[src/inc/fcq_params.svh]
/*
  Constants of the flash command decoder: command codes, command offsets,
  query table offsets and contents, write-buffer page layout, lock bits.
  Assumes inclusion by both ends and the query table module.
*/
`ifndef FCQ_PARAMS_SVH
`define FCQ_PARAMS_SVH

`define FCQ_ADDR_W          24
`define FCQ_DATA_W          16
`define FCQ_CMD_OFF_W       11
`define FCQ_OFF_UNLOCK1     11'h555
`define FCQ_OFF_UNLOCK2     11'h2aa
`define FCQ_OFF_ZERO        11'h000
`define FCQ_CMD_UNLOCK1     8'haa
`define FCQ_CMD_UNLOCK2     8'h55
`define FCQ_CMD_PROGRAM     8'ha0
`define FCQ_CMD_ERASE       8'h80
`define FCQ_CMD_SECT_ERASE  8'h30
`define FCQ_CMD_CHIP_ERASE  8'h10
`define FCQ_CMD_WBUF_LOAD   8'h25
`define FCQ_CMD_WBUF_COMMIT 8'h29
`define FCQ_CMD_QUERY       8'h98
`define FCQ_CMD_RESET       8'hf0
`define FCQ_CMD_LOCK_ENTRY  8'h40
`define FCQ_CMD_PWD_ENTRY   8'h60
`define FCQ_CMD_PPB_ENTRY   8'hc0
`define FCQ_CMD_EXIT1       8'h90
`define FCQ_CMD_EXIT2       8'h00
`define FCQ_WBUF_PAGE_LSB   5
`define FCQ_WBUF_MAX_WC     16'h001f
`define FCQ_LOCK_PERSIST_BIT 1
`define FCQ_LOCK_PWD_BIT    2
`define FCQ_INVALID_DATA    16'h0000

`define FCQ_OFF_SIG_Q       8'h10
`define FCQ_OFF_SIG_R       8'h11
`define FCQ_OFF_SIG_Y       8'h12
`define FCQ_OFF_PCMD_LO     8'h13
`define FCQ_OFF_PCMD_HI     8'h14
`define FCQ_OFF_PEXT_LO     8'h15
`define FCQ_OFF_PEXT_HI     8'h16
`define FCQ_OFF_ACMD_LO     8'h17
`define FCQ_OFF_ACMD_HI     8'h18
`define FCQ_OFF_AEXT_LO     8'h19
`define FCQ_OFF_AEXT_HI     8'h1a
`define FCQ_RST_SIG_Q       16'h0051
`define FCQ_RST_SIG_R       16'h0052
`define FCQ_RST_SIG_Y       16'h0059
`define FCQ_RST_PCMD_LO     16'h0002
`define FCQ_RST_PCMD_HI     16'h0000
`define FCQ_RST_PEXT_LO     16'h0040
`define FCQ_RST_PEXT_HI     16'h0000
`define FCQ_RST_ACMD_LO     16'h0000
`define FCQ_RST_ACMD_HI     16'h0000
`define FCQ_RST_AEXT_LO     16'h0000
`define FCQ_RST_AEXT_HI     16'h0000

`endif

[src/inc/fcq_pkg.sv]
/*
  Types shared by both ends of the flash command link.
  Assumes nothing beyond a SystemVerilog compiler.
*/
package fcq_pkg;
  typedef enum logic [3:0] {
    FCQ_S_READ      = 4'h0,
    FCQ_S_UNL1      = 4'h1,
    FCQ_S_UNL2      = 4'h2,
    FCQ_S_PROG      = 4'h3,
    FCQ_S_ERASE     = 4'h4,
    FCQ_S_WB_WC     = 4'h5,
    FCQ_S_WB_LOAD   = 4'h6,
    FCQ_S_WB_COMMIT = 4'h7,
    FCQ_S_QUERY     = 4'h8,
    FCQ_S_MODE      = 4'h9,
    FCQ_S_MODE_PROG = 4'ha,
    FCQ_S_MODE_ERAS = 4'hb,
    FCQ_S_MODE_EXIT = 4'hc
  } fcq_state_t;

  typedef enum logic [1:0] {
    FCQ_M_LOCK = 2'h0,
    FCQ_M_PWD  = 2'h1,
    FCQ_M_PPB  = 2'h2
  } fcq_mode_t;

  typedef enum logic [3:0] {
    FCQ_OP_NONE         = 4'h0,
    FCQ_OP_PROGRAM      = 4'h1,
    FCQ_OP_SECT_ERASE   = 4'h2,
    FCQ_OP_CHIP_ERASE   = 4'h3,
    FCQ_OP_BUF_LOAD     = 4'h4,
    FCQ_OP_BUF_COMMIT   = 4'h5,
    FCQ_OP_LOCK_PROG    = 4'h6,
    FCQ_OP_LOCK_ABORT   = 4'h7,
    FCQ_OP_PWD_PROG     = 4'h8,
    FCQ_OP_PPB_PROG     = 4'h9,
    FCQ_OP_PPB_PREPROG  = 4'ha,
    FCQ_OP_PPB_ERASE    = 4'hb
  } fcq_op_t;

  typedef enum logic [1:0] {
    FCQ_RK_ARRAY   = 2'h0,
    FCQ_RK_QUERY   = 2'h1,
    FCQ_RK_STATUS  = 2'h2,
    FCQ_RK_INVALID = 2'h3
  } fcq_rd_kind_t;

  typedef enum logic [2:0] {
    FCQ_H_IDLE   = 3'h0,
    FCQ_H_ADDR   = 3'h1,
    FCQ_H_LATCH  = 3'h2,
    FCQ_H_STROBE = 3'h3,
    FCQ_H_WAIT   = 3'h4
  } fcq_hstate_t;
endpackage

[src/inc/fcq_bus_if.sv]
/*
  Flash bus between the host controller end and the device end.
  Assumes both ends run on the same clock.
*/
`timescale 1ns/1ns
`include "fcq_params.svh"

interface fcq_bus_if;
  logic [`FCQ_ADDR_W-1:0] addr;
  logic [`FCQ_DATA_W-1:0] wdata;
  logic                   address_valid_strobe_n;
  logic                   we;
  logic                   re;
  logic [`FCQ_DATA_W-1:0] rdata;
  logic                   rvalid;

  modport dev (
    input  addr, wdata, address_valid_strobe_n, we, re,
    output rdata, rvalid
  );
  modport host (
    output addr, wdata, address_valid_strobe_n, we, re,
    input  rdata, rvalid
  );
endinterface

[src/hdl/fcq_cfi_rom.sv]
/*
  Query identification table lookup, combinational.
  Assumes the caller registers the word it reads.
*/
`timescale 1ns/1ns
`include "fcq_params.svh"

module fcq_cfi_rom (
  input  wire logic [7:0]             i_offset,
  output logic      [`FCQ_DATA_W-1:0] o_word,
  output logic                        o_hit
);
  always_comb begin
    o_hit = 1'b1;
    unique case (i_offset)
      `FCQ_OFF_SIG_Q:   o_word = `FCQ_RST_SIG_Q;
      `FCQ_OFF_SIG_R:   o_word = `FCQ_RST_SIG_R;
      `FCQ_OFF_SIG_Y:   o_word = `FCQ_RST_SIG_Y;
      `FCQ_OFF_PCMD_LO: o_word = `FCQ_RST_PCMD_LO;
      `FCQ_OFF_PCMD_HI: o_word = `FCQ_RST_PCMD_HI;
      `FCQ_OFF_PEXT_LO: o_word = `FCQ_RST_PEXT_LO;
      `FCQ_OFF_PEXT_HI: o_word = `FCQ_RST_PEXT_HI;
      `FCQ_OFF_ACMD_LO: o_word = `FCQ_RST_ACMD_LO;
      `FCQ_OFF_ACMD_HI: o_word = `FCQ_RST_ACMD_HI;
      `FCQ_OFF_AEXT_LO: o_word = `FCQ_RST_AEXT_LO;
      `FCQ_OFF_AEXT_HI: o_word = `FCQ_RST_AEXT_HI;
      default: begin
        o_word = `FCQ_INVALID_DATA;
        o_hit  = 1'b0;
      end
    endcase
  end
endmodule

[src/hdl/fcq_dev.sv]
/*
  Device end: decodes flash bus cycles into array and protection operations
  and answers reads from the array, the query table or protection status.
  Assumes the array side answers i_array_rdata in the same cycle as o_rd_req.
*/
`timescale 1ns/1ns
`include "fcq_params.svh"

module fcq_dev #(
  parameter bit SMALL_DENSITY = 1'b0
) (
  input  wire logic                   i_sys_clk,
  input  wire logic                   i_rst,
  fcq_bus_if.dev                      bus,
  output logic                        o_op_valid,
  output fcq_pkg::fcq_op_t            o_op_code,
  output logic      [`FCQ_ADDR_W-1:0] o_op_addr,
  output logic      [`FCQ_DATA_W-1:0] o_op_data,
  output logic      [9:0]             o_op_sector,
  output logic      [3:0]             o_op_bank,
  output logic                        o_rd_req,
  output logic      [`FCQ_ADDR_W-1:0] o_rd_addr,
  input  wire logic [`FCQ_DATA_W-1:0] i_array_rdata,
  input  wire logic                   i_sector_prot,
  output logic                        o_query_active
);
  import fcq_pkg::*;

  fcq_state_t             state_r;
  fcq_mode_t              mode_r;
  logic [3:0]             qbank_r;
  logic                   avd_q_r;
  logic                   held_r;
  logic [`FCQ_ADDR_W-1:0] lat_r;
  logic [`FCQ_ADDR_W-1:0] page_r;
  logic [15:0]            left_r;
  logic                   erase_pend_r;
  fcq_rd_kind_t           kind_r;
  logic [`FCQ_DATA_W-1:0] cfi_r;
  logic                   rd_pend_r;
  logic [`FCQ_DATA_W-1:0] rdata_r;
  logic                   rvalid_r;

  logic [`FCQ_ADDR_W-1:0] a;
  logic [7:0]             cmd;
  logic [`FCQ_CMD_OFF_W-1:0] off;
  logic                   wr;
  logic                   rd;
  logic [9:0]             sect;
  logic [3:0]             bank;
  logic [`FCQ_DATA_W-1:0] rom_word;
  logic                   rom_hit;
  fcq_rd_kind_t           kind;

  // Strobe rise latches; a clock-edge strobe with no prior rise uses the live bus
  always_ff @(posedge i_sys_clk or posedge i_rst) begin
    if (i_rst) begin
      avd_q_r <= 1'b1;
      held_r  <= 1'b0;
      lat_r   <= '0;
    end else begin
      avd_q_r <= bus.address_valid_strobe_n;
      if (bus.we || bus.re) begin
        held_r <= 1'b0;
      end else if (bus.address_valid_strobe_n && !avd_q_r) begin
        held_r <= 1'b1;
        lat_r  <= bus.addr;
      end
    end
  end

  assign a    = held_r ? lat_r : bus.addr;
  assign cmd  = bus.wdata[7:0];
  assign off  = a[`FCQ_CMD_OFF_W-1:0];
  assign wr   = bus.we;
  assign rd   = bus.re && !bus.we;
  assign sect = SMALL_DENSITY ? {1'b0, a[22:14]} : a[23:14];
  assign bank = SMALL_DENSITY ? a[22:19] : a[23:20];

  fcq_cfi_rom fcq_cfi_rom_inst (
    .i_offset (a[7:0]),
    .o_word   (rom_word),
    .o_hit    (rom_hit)
  );

  // Command sequencer; an unexpected write drops back to array reads, except in query state (stays) and the mode erase and exit steps (back to mode)
  always_ff @(posedge i_sys_clk or posedge i_rst) begin
    if (i_rst) begin
      state_r      <= FCQ_S_READ;
      mode_r       <= FCQ_M_LOCK;
      qbank_r      <= '0;
      page_r       <= '0;
      left_r       <= '0;
      erase_pend_r <= 1'b0;
      o_op_valid   <= 1'b0;
      o_op_code    <= FCQ_OP_NONE;
      o_op_addr    <= '0;
      o_op_data    <= '0;
      o_op_sector  <= '0;
      o_op_bank    <= '0;
    end else begin
      o_op_valid <= 1'b0;
      if (erase_pend_r) begin
        erase_pend_r <= 1'b0;
        o_op_valid   <= 1'b1;
        o_op_code    <= FCQ_OP_PPB_ERASE;
      end else if (wr) begin
        o_op_addr   <= a;
        o_op_data   <= bus.wdata;
        o_op_sector <= sect;
        o_op_bank   <= bank;
        state_r     <= FCQ_S_READ;
        unique case (state_r)
          FCQ_S_READ: begin
            if (off == `FCQ_OFF_UNLOCK1 && cmd == `FCQ_CMD_UNLOCK1) begin
              state_r <= FCQ_S_UNL1;
            end else if (off == `FCQ_OFF_UNLOCK1 && cmd == `FCQ_CMD_PROGRAM) begin
              state_r <= FCQ_S_PROG;
            end else if (off == `FCQ_OFF_UNLOCK1 && cmd == `FCQ_CMD_ERASE) begin
              state_r <= FCQ_S_ERASE;
            end else if (cmd == `FCQ_CMD_WBUF_LOAD) begin
              state_r <= FCQ_S_WB_WC;
            end else if (off == `FCQ_OFF_UNLOCK1 && cmd == `FCQ_CMD_QUERY) begin
              state_r <= FCQ_S_QUERY;
              qbank_r <= bank;
            end
          end
          FCQ_S_UNL1: begin
            if (off == `FCQ_OFF_UNLOCK2 && cmd == `FCQ_CMD_UNLOCK2) begin
              state_r <= FCQ_S_UNL2;
            end
          end
          FCQ_S_UNL2: begin
            if (off == `FCQ_OFF_UNLOCK1) begin
              state_r <= FCQ_S_MODE;
              unique case (cmd)
                `FCQ_CMD_LOCK_ENTRY: mode_r <= FCQ_M_LOCK;
                `FCQ_CMD_PWD_ENTRY:  mode_r <= FCQ_M_PWD;
                `FCQ_CMD_PPB_ENTRY:  mode_r <= FCQ_M_PPB;
                default:             state_r <= FCQ_S_READ;
              endcase
            end
          end
          FCQ_S_PROG: begin
            o_op_valid <= 1'b1;
            o_op_code  <= FCQ_OP_PROGRAM;
          end
          FCQ_S_ERASE: begin
            if (cmd == `FCQ_CMD_SECT_ERASE) begin
              o_op_valid <= 1'b1;
              o_op_code  <= FCQ_OP_SECT_ERASE;
            end else if (off == `FCQ_OFF_UNLOCK1 && cmd == `FCQ_CMD_CHIP_ERASE) begin
              o_op_valid <= 1'b1;
              o_op_code  <= FCQ_OP_CHIP_ERASE;
            end
          end
          FCQ_S_WB_WC: begin
            // A count beyond one page cannot be honoured
            if (bus.wdata <= `FCQ_WBUF_MAX_WC) begin
              state_r <= FCQ_S_WB_LOAD;
              left_r  <= bus.wdata;
              page_r  <= '0;
            end
          end
          FCQ_S_WB_LOAD: begin
            if (page_r == '0 ||
                page_r[`FCQ_ADDR_W-1:`FCQ_WBUF_PAGE_LSB] ==
                a[`FCQ_ADDR_W-1:`FCQ_WBUF_PAGE_LSB]) begin
              o_op_valid <= 1'b1;
              o_op_code  <= FCQ_OP_BUF_LOAD;
              page_r     <= {a[`FCQ_ADDR_W-1:`FCQ_WBUF_PAGE_LSB],
                             `FCQ_WBUF_PAGE_LSB'(1)};
              left_r     <= left_r - 16'h0001;
              state_r    <= (left_r == '0) ? FCQ_S_WB_COMMIT : FCQ_S_WB_LOAD;
            end
          end
          FCQ_S_WB_COMMIT: begin
            if (cmd == `FCQ_CMD_WBUF_COMMIT) begin
              o_op_valid <= 1'b1;
              o_op_code  <= FCQ_OP_BUF_COMMIT;
            end
          end
          FCQ_S_QUERY: begin
            state_r <= FCQ_S_QUERY;
            if (bank == qbank_r && off == `FCQ_OFF_ZERO
                && cmd == `FCQ_CMD_RESET) begin
              state_r <= FCQ_S_READ;
            end
          end
          FCQ_S_MODE: begin
            if (cmd == `FCQ_CMD_PROGRAM) begin
              state_r <= FCQ_S_MODE_PROG;
            end else if (cmd == `FCQ_CMD_ERASE && mode_r == FCQ_M_PPB) begin
              state_r <= FCQ_S_MODE_ERAS;
            end else if (cmd == `FCQ_CMD_EXIT1) begin
              state_r <= FCQ_S_MODE_EXIT;
            end
          end
          FCQ_S_MODE_PROG: begin
            state_r    <= FCQ_S_MODE;
            o_op_valid <= 1'b1;
            unique case (mode_r)
              FCQ_M_LOCK: o_op_code <= (bus.wdata[`FCQ_LOCK_PERSIST_BIT]
                                        && bus.wdata[`FCQ_LOCK_PWD_BIT])
                                       ? FCQ_OP_LOCK_ABORT : FCQ_OP_LOCK_PROG;
              FCQ_M_PWD:  o_op_code <= FCQ_OP_PWD_PROG;
              FCQ_M_PPB:  o_op_code <= FCQ_OP_PPB_PROG;
              default:    o_op_valid <= 1'b0;
            endcase
          end
          FCQ_S_MODE_ERAS: begin
            state_r <= FCQ_S_MODE;
            if (cmd == `FCQ_CMD_SECT_ERASE) begin
              o_op_valid   <= 1'b1;
              o_op_code    <= FCQ_OP_PPB_PREPROG;
              erase_pend_r <= 1'b1;
            end
          end
          FCQ_S_MODE_EXIT: begin
            state_r <= (cmd == `FCQ_CMD_EXIT2) ? FCQ_S_READ : FCQ_S_MODE;
          end
          default: state_r <= FCQ_S_READ;
        endcase
      end
    end
  end

  always_comb begin
    kind = FCQ_RK_ARRAY;
    if (state_r == FCQ_S_QUERY && bank == qbank_r) begin
      kind = rom_hit ? FCQ_RK_QUERY : FCQ_RK_INVALID;
    end else if (state_r == FCQ_S_MODE && mode_r == FCQ_M_PPB) begin
      kind = FCQ_RK_STATUS;
    end
  end

  // Reads answer two cycles after the strobe, whatever their kind
  always_ff @(posedge i_sys_clk or posedge i_rst) begin
    if (i_rst) begin
      o_rd_req  <= 1'b0;
      o_rd_addr <= '0;
      kind_r    <= FCQ_RK_ARRAY;
      cfi_r     <= '0;
      rd_pend_r <= 1'b0;
      rdata_r   <= '0;
      rvalid_r  <= 1'b0;
    end else begin
      o_rd_req  <= rd && kind != FCQ_RK_QUERY && kind != FCQ_RK_INVALID;
      rd_pend_r <= rd;
      rvalid_r  <= rd_pend_r;
      if (rd) begin
        o_rd_addr <= a;
        kind_r    <= kind;
        cfi_r     <= rom_word;
      end
      if (rd_pend_r) begin
        unique case (kind_r)
          FCQ_RK_ARRAY:   rdata_r <= i_array_rdata;
          FCQ_RK_QUERY:   rdata_r <= cfi_r;
          FCQ_RK_STATUS:  rdata_r <= {15'h0000, ~i_sector_prot};
          FCQ_RK_INVALID: rdata_r <= `FCQ_INVALID_DATA;
          default:        rdata_r <= `FCQ_INVALID_DATA;
        endcase
      end
    end
  end

  always_ff @(posedge i_sys_clk or posedge i_rst) begin
    if (i_rst) begin
      o_query_active <= 1'b0;
    end else begin
      o_query_active <= (state_r == FCQ_S_QUERY);
    end
  end

  assign bus.rdata  = rdata_r;
  assign bus.rvalid = rvalid_r;
endmodule

[src/flat_wrapper.sv]
// flat-port wrapper written by rule: the top's interface ports become plain ports
module fcq_dev_flat import fcq_pkg::*;
#(
  parameter bit SMALL_DENSITY = 1'b0
)
  (i_sys_clk, i_rst, o_op_valid, o_op_code, o_op_addr, o_op_data, o_op_sector, o_op_bank, o_rd_req, o_rd_addr, i_array_rdata, i_sector_prot, o_query_active, bus_addr, bus_wdata, bus_address_valid_strobe_n, bus_we, bus_re, bus_rdata, bus_rvalid);
  fcq_bus_if bus_i ();
  input  wire logic i_sys_clk;
  input  wire logic i_rst;
  output logic o_op_valid;
  output fcq_pkg::fcq_op_t o_op_code;
  output logic      [`FCQ_ADDR_W-1:0] o_op_addr;
  output logic      [`FCQ_DATA_W-1:0] o_op_data;
  output logic      [9:0] o_op_sector;
  output logic      [3:0] o_op_bank;
  output logic o_rd_req;
  output logic      [`FCQ_ADDR_W-1:0] o_rd_addr;
  input  wire logic [`FCQ_DATA_W-1:0] i_array_rdata;
  input  wire logic i_sector_prot;
  output logic o_query_active;
  input wire logic [$bits(bus_i.addr)-1:0] bus_addr;
  input wire logic [$bits(bus_i.wdata)-1:0] bus_wdata;
  input wire logic [$bits(bus_i.address_valid_strobe_n)-1:0] bus_address_valid_strobe_n;
  input wire logic [$bits(bus_i.we)-1:0] bus_we;
  input wire logic [$bits(bus_i.re)-1:0] bus_re;
  output wire logic [$bits(bus_i.rdata)-1:0] bus_rdata;
  output wire logic [$bits(bus_i.rvalid)-1:0] bus_rvalid;
  assign bus_i.addr = bus_addr;
  assign bus_i.wdata = bus_wdata;
  assign bus_i.address_valid_strobe_n = bus_address_valid_strobe_n;
  assign bus_i.we = bus_we;
  assign bus_i.re = bus_re;
  assign bus_rdata = bus_i.rdata;
  assign bus_rvalid = bus_i.rvalid;
  fcq_dev #(.SMALL_DENSITY(SMALL_DENSITY)) u_core (.i_sys_clk(i_sys_clk), .i_rst(i_rst), .bus(bus_i), .o_op_valid(o_op_valid), .o_op_code(o_op_code), .o_op_addr(o_op_addr), .o_op_data(o_op_data), .o_op_sector(o_op_sector), .o_op_bank(o_op_bank), .o_rd_req(o_rd_req), .o_rd_addr(o_rd_addr), .i_array_rdata(i_array_rdata), .i_sector_prot(i_sector_prot), .o_query_active(o_query_active));
endmodule
[config.mk]
export PLATFORM = sky130hd
export DESIGN_NAME = fcq_dev_flat
export DESIGN_NICKNAME = d
export VERILOG_FILES = /design/src/inc/fcq_pkg.sv /design/src/inc/fcq_bus_if.sv /design/src/hdl/fcq_cfi_rom.sv /design/src/hdl/fcq_dev.sv /design/src/flat_wrapper.sv
export VERILOG_INCLUDE_DIRS = /design/src /design/src/inc
export SDC_FILE = /design/constraint.sdc
export NUM_CORES = 1
export LEC_CHECK = 0
export ABC_AREA = 1
export ABC_CLOCK_PERIOD_IN_PS = 5300
export BUFFER_PORTS_ARGS = -buffer_cell sky130_fd_sc_hd__buf_2
export CORE_AREA = 2 2 149 151
export DETAILED_ROUTE_END_ITERATION = 16
export DIE_AREA = 0 0 151 153
export PLACE_DENSITY = 0.68
export SLEW_MARGIN = 20
export SYNTH_ARGS = -nofsm -noshare
export SYNTH_HDL_FRONTEND = slang
export SYNTH_HIERARCHICAL = 1
export SYNTH_SLANG_ARGS = --single-unit
[constraint.sdc]
create_clock -name i_sys_clk -period 5.3 [get_ports i_sys_clk]
set_clock_uncertainty 0.05 [all_clocks]
set_input_delay 0.53 -clock i_sys_clk [delete_from_list [all_inputs] [get_ports i_sys_clk]]
set_output_delay 0.53 -clock i_sys_clk [all_outputs]
set_load 0.05 [all_outputs]
; ---- Yosys cells after proc, flatten, opt, wreduce, memory -nomap -nowiden
; Index checks and enable logic that the tools add are counted.
; W data, S select, Z words.
[classes]
mux = 55
order_cmp = 1
reduce_logical = 42
eq_ne = 55
addsub = 1
n_bitwise = 7
[ops]
columns = op, n
row1 = $eq A8 B5 Y1 const B, 12
row2 = $mux W4, 20
row3 = $mux W24, 3
row4 = $pmux W16 S4, 1
row5 = $eq A8 B8 Y1 const B, 7
row6 = $pmux W24 S2, 1
row7 = $pmux W4 S9, 1
row8 = $pmux W7 S5, 1
row9 = $mux W16, 2
row10 = $pmux W16 S2, 1
row11 = $eq A8 B6 Y1 const B, 3
row12 = $eq A8 B7 Y1 const B, 3
row13 = $logic_not A24 Y1, 1
row14 = $pmux W4 S6, 1
row15 = $eq A4 B4 Y1 const B, 5
row16 = $eq A19 B19 Y1, 1
row17 = $eq A4 B3 Y1 const B, 4
row18 = $le A16 B5 Y1 const B, 1
row19 = $logic_and A1 B1 Y1, 16
row20 = $logic_not A16 Y1, 1
row21 = $mux W1, 16
row22 = $sub A16 B1 Y16 const B, 1
row23 = $pmux W4 S3, 1
row24 = $eq A11 B10 Y1 const B, 1
row25 = 32 further kinds, 57
[totals]
output_inout_bits = 102
ff_bits = 198

; ---- Longest topological paths before layout
[depth]
depth_word = 9
ltp_mapped = 17
mapped_depth_nobuf = 15

; ---- Modules after synthesis
; The synthesis kept the hierarchy.
[modules_own_cells]
columns = module, cells_each, instances, seq_area_each_um2, area_each_um2
row1 = fcq_dev, 1213, 1, 4505.6, 9317.7
row2 = fcq_cfi_rom, 40, 1, 0.0, 222.7

; ---- Least setup slack after synthesis
; No wires, ideal clock.
[synth_timing]
kind = input to register
startpoint = in bus_wdata[6]
endpoint = reg u_core.page_r[0]
arrival_ps = 1801
path_buffers = 1
setup_slack_ps = 3319
required_time_ps = 5120
stages = 9
setup_ps = 130
path_cell_list = inv_1 > nand2_1 > nor3_1 > nand4_1 > a21oi_2 > nand2_2 > buf_2 > nand2_1 > o21ai_1
[synth_between]
elab_chain_len = 3
[synth_lines]
columns = item, line
row1 = from (decl), flat_wrapper.sv:22  ; input wire logic [$bits(bus_i.wdata)-1:0] bus_wdata;
row2 = $le A16 B5 Y1 (no line), -
row3 = $ne A2 B1 Y1 (no line), -
row4 = $reduce_and A5 Y1 (no line), -
row5 = to (signal assigned), fcq_dev.sv:171  ; page_r <= {a[`FCQ_ADDR_W-1:`FCQ_WBUF_PAGE_LSB],
row6 = to (decl), fcq_dev.sv:35  ; logic [`FCQ_ADDR_W-1:0] page_r;
; No other way between the ends.
; A chain may end at the register's enable or synchronous reset.

; ---- Worst setup path after layout
[layout_timing]
startpoint = reg u_core.held_r
endpoint = reg u_core.left_r[15]
[layout_between]
elab_chain_len = 5
[layout_lines]
columns = item, line
row1 = from (decl), fcq_dev.sv:33  ; logic held_r;
row2 = from (signal assigned), fcq_dev.sv:59  ; held_r <= 1'b0;
row3 = from (signal assigned), fcq_dev.sv:64  ; held_r <= 1'b0;
row4 = from (signal assigned), fcq_dev.sv:66  ; held_r <= 1'b1;
row5 = $mux W24, fcq_dev.sv:72  ; assign a = held_r ? lat_r : bus.addr;
row6 = $eq A19 B19 Y1, fcq_dev.sv:167  ; page_r[`FCQ_ADDR_W-1:`FCQ_WBUF_PAGE_LSB] ==
row7 = $logic_or A1 B1 Y1, fcq_dev.sv:166  ; if (page_r == '0 ||
row8 = $ne A2 B1 Y1 (no line), -
row9 = $reduce_and A5 Y1 (no line), -
row10 = to (signal assigned), fcq_dev.sv:161  ; left_r <= bus.wdata;
row11 = to (signal assigned), fcq_dev.sv:173  ; left_r <= left_r - 16'h0001;
row12 = to (decl), fcq_dev.sv:36  ; logic [15:0] left_r;
; No other way between the ends.

==> results.txt <==
Status = finished, final reports clean
Power Dens Cells = 326 mW/mm²
Maximum clock insertion buffer count = 2
Reg2reg end = u_core/left_r[15]
Maxcap violations = 0
Mapped cell area = 0.00954 mm²
RR Startpoint = u_core/held_r
Clock power share = 33.4%
Non-filler instance count after layout = 1673
Pre-antenna DRT Iters = 5
Worst-path clk slew = 0.07 ns
Die area = 0.0231 mm²
Startpoint Class = flop
Crit share post-route = 59.9%
Final Cell Area = 0.0109 mm²
Pleak = 5.59 nW
Psw = 1.24 mW
Worst hold start = bus_address_valid_strobe_n
Core area = 0.0215 mm²
Min Tclk post-route = 3.17 ns
Fin util = 50.9%
Crit Path Max Fanout = 43
R2R Setup Slk = 2.13 ns
Leading cell types in the layout, fill and taps excluded = nand2_1 (395), dfrtp_1 (179), buf_2 (163)
Ant diodes = 0
Starting Density = 44.4%
Netlist cell types = 48
CTS tree = done
Crit. Startpoint = u_core/held_r
Hpwl dp = 17300 µm
Crit path required time = 5.58 ns
WL per Instance = 14.6 µm
Post-route DRC violation count = 0
Top FF cell, synth = dfrtp_1
First DRT Iteration DRCs = 641
Number of synthesized flops with an enable pin = 0
Hold crit path type = input pin to flop
Final #Nets = 1447
Final Max Slew Viols = 0
Final setup fails = 0
Vias post-DR = 8333
Register Area = 0.00451 mm²
Cell Int Power = 2.33 mW
Max frequency = 315 MHz
Gpl congestion = 0.913
Port Buf Inserts = 163
Die Wd = 151 µm
Number of routed nets with antenna violations = 0
Reg2reg path depth = 13
Gr ovfl total = 0
Setup TNS = 0 ns
Slew HR = 33.4%
WS Path Type = flop to flop
Fillers = 2126
DP Cell Count = 1641
Sequential fraction of the synthesis area = 47.2%
Reg power frac = 44.5%
Vias per cell = 4.98
Global-route usage over all layers = 21.5%
Vert. Die Dim = 153 µm
Crit end category = flop
Worst hold endpoint = u_core/avd_q_r
Most common cell after layout, fill and taps aside = nand2_1
Seq cells post-synth = 180
CTS Root Cell = clkbuf_16
Dpl ws = 2.01 ns
Worst Tran Pin Value = 0.999 ns
Site Rows = 54
Top Ports = 164
Routed wire length = 24400 µm
Postcts setup bufs = 0
Mean Syn Cell Area = 7.61 µm²
RSZ-0062 raised after global routing = no
Post_cts resized = 0
Vias in the first global route = 7844
P&R area growth vs syn = 14.7%
CTS Hold Bufs = 0
Final setup margin = 2.13 ns
Switching Fraction = 34.8%
Yosys warnings = 6
DP Area = 0.0104 mm²
Multi-input logic area = 0.00418 mm²
Maximum VDD drop = 0.000217 V
Hold Crit Depth = 1
Global-route wire length before repair = 39700 µm
Largest net degree at the start of global routing = 181
Fraction of registers with async set/reset = 100%
Clock Latency Late Sink = 0.43 ns
Clock H-tree levels = 4
Worst EP arrival = 3.45 ns
Comb pwr share = 22.1%
Initial antenna violation count = 0
Total CTS buffers = 17
Clock sinks = 180
Gate Count Post-Synth = 1253
Fin. Hold Viols = 0
Share of layout cells above drive strength 1 = 18.5%
==> flip-flops by register name (all words and copies together), names as in the netlist, 2 cells and up <==
signal and cells:
u_core/mode_r 2, u_core/bus.rdata 16, u_core/o_op_addr 24, u_core/qbank_r 4, u_core/o_op_code 4, u_core/lat_r 24, u_core/left_r 16, u_core/kind_r 2
u_core/o_rd_addr 24, u_core/state_r 4, u_core/cfi_r 16, u_core/o_op_data 16, u_core/page_r 20
==> per-stage QoR <==
step	hold slack [ns]	power (mW)
after detailed placement	0.408	2.41
after CTS	0.155	3.61
after global placement	0.409	2.40
after floorplan	0.377	2.21
after global routing	0.156	3.73
final	0.172	3.57
==> routing by layer <==
| metal | vias to the layer above | GRT usage [%] | wire, µm |
|---|---|---|---|
| li1 | 4249 | - | - |
| met1 | 3843 | 29.5 | 11200 |
| met4 | 0 | 7.12 | 393 |
| met2 | 215 | 34.7 | 11800 |
| met3 | 26 | 3.43 | 1020 |
| met5 | - | 0 | 0 |
==> power by group through the flow <==
stage | logic (mW) | registers, mW | clock network [mW]
final | 0.790 | 1.59 | 1.19
after global routing | 0.853 | 1.61 | 1.27
after CTS | 0.795 | 1.59 | 1.23
after detailed placement | 0.793 | 1.61 | 0
after global placement | 0.785 | 1.61 | 0
after floorplan | 0.335 | 1.88 | 0
==> worst max-delay path, cell delays in order (launching register included) <==
cell and delay, ns:
dfrtp_1 0.54, buf_4 0.41, nand2_1 0.17, nand2_2 0.16, xor2_1 0.16, inv_1 0.05, nand2_1 0.07, nor2_1 0.05
nand3_2 0.10, nand3_2 0.29, nand2_2 0.75, nand2_1 0.12, nand2_1 0.10, inv_1 0.04
==> layout make-up <==
cell class / instances / share of cell area, %
Tap cell: 280 / 3.20
Inverter: 128 / 4.45
Clock inverter: 11 / 0.857
Clock buffer: 21 / 4.21
Sequential cell: 180 / 41.2
Multi-Input combinational cell: 885 / 38.2
Timing Repair Buffer: 168 / 7.91
==> worst max-delay path by stage <==
stage / endpoint / slack (ns) / cells past startpoint
floorplan: u_core/bus.rdata[0] / 2.41 / 1
global placement: u_core/page_r[0] / 2.07 / 9
detailed placement: u_core/page_r[0] / 2.01 / 9
CTS: u_core/left_r[15] / 2.12 / 13
global route: u_core/left_r[14] / 1.83 / 12
finish: u_core/left_r[15] / 2.13 / 13
==> cells by family (layout without fill, tap and decap cells) <==
logic type	after synthesis	after routing	share of synthesized area (%)
and+or+nand+nor	694	694	31.4
muxes	7	7	0.826
DFF	180	180	47.2
adders and majority gates	5	5	0.656
other	1	11	0.0393
buffers and inverters	198	328	9.42
xor gates and xnor gates	9	9	0.826
AOI/OAI and AO/OA	159	159	9.63
==> synth_stat cells (all sizes together), types with 2 or more instances <==
cell type,instances,area share (%)
and2,3,0.20
buf,38,3.1
nor4,6,0.46
o2111ai,2,0.18
nor2,139,5.9
xor2,8,0.73
ha,5,0.66
dfrtp,179,47
o22ai,5,0.33
a31oi,45,3.0
nand3,86,4.6
a21oi,19,1.0
nand2,422,18
o31ai,3,0.24
clkbuf,32,1.3
nand4,17,1.1
nor3,14,0.73
or2,3,0.20
o21ai,81,4.5
mux2,7,0.83
nand3b,3,0.24
inv,127,5.0
(Power assumes the default switching activity.)
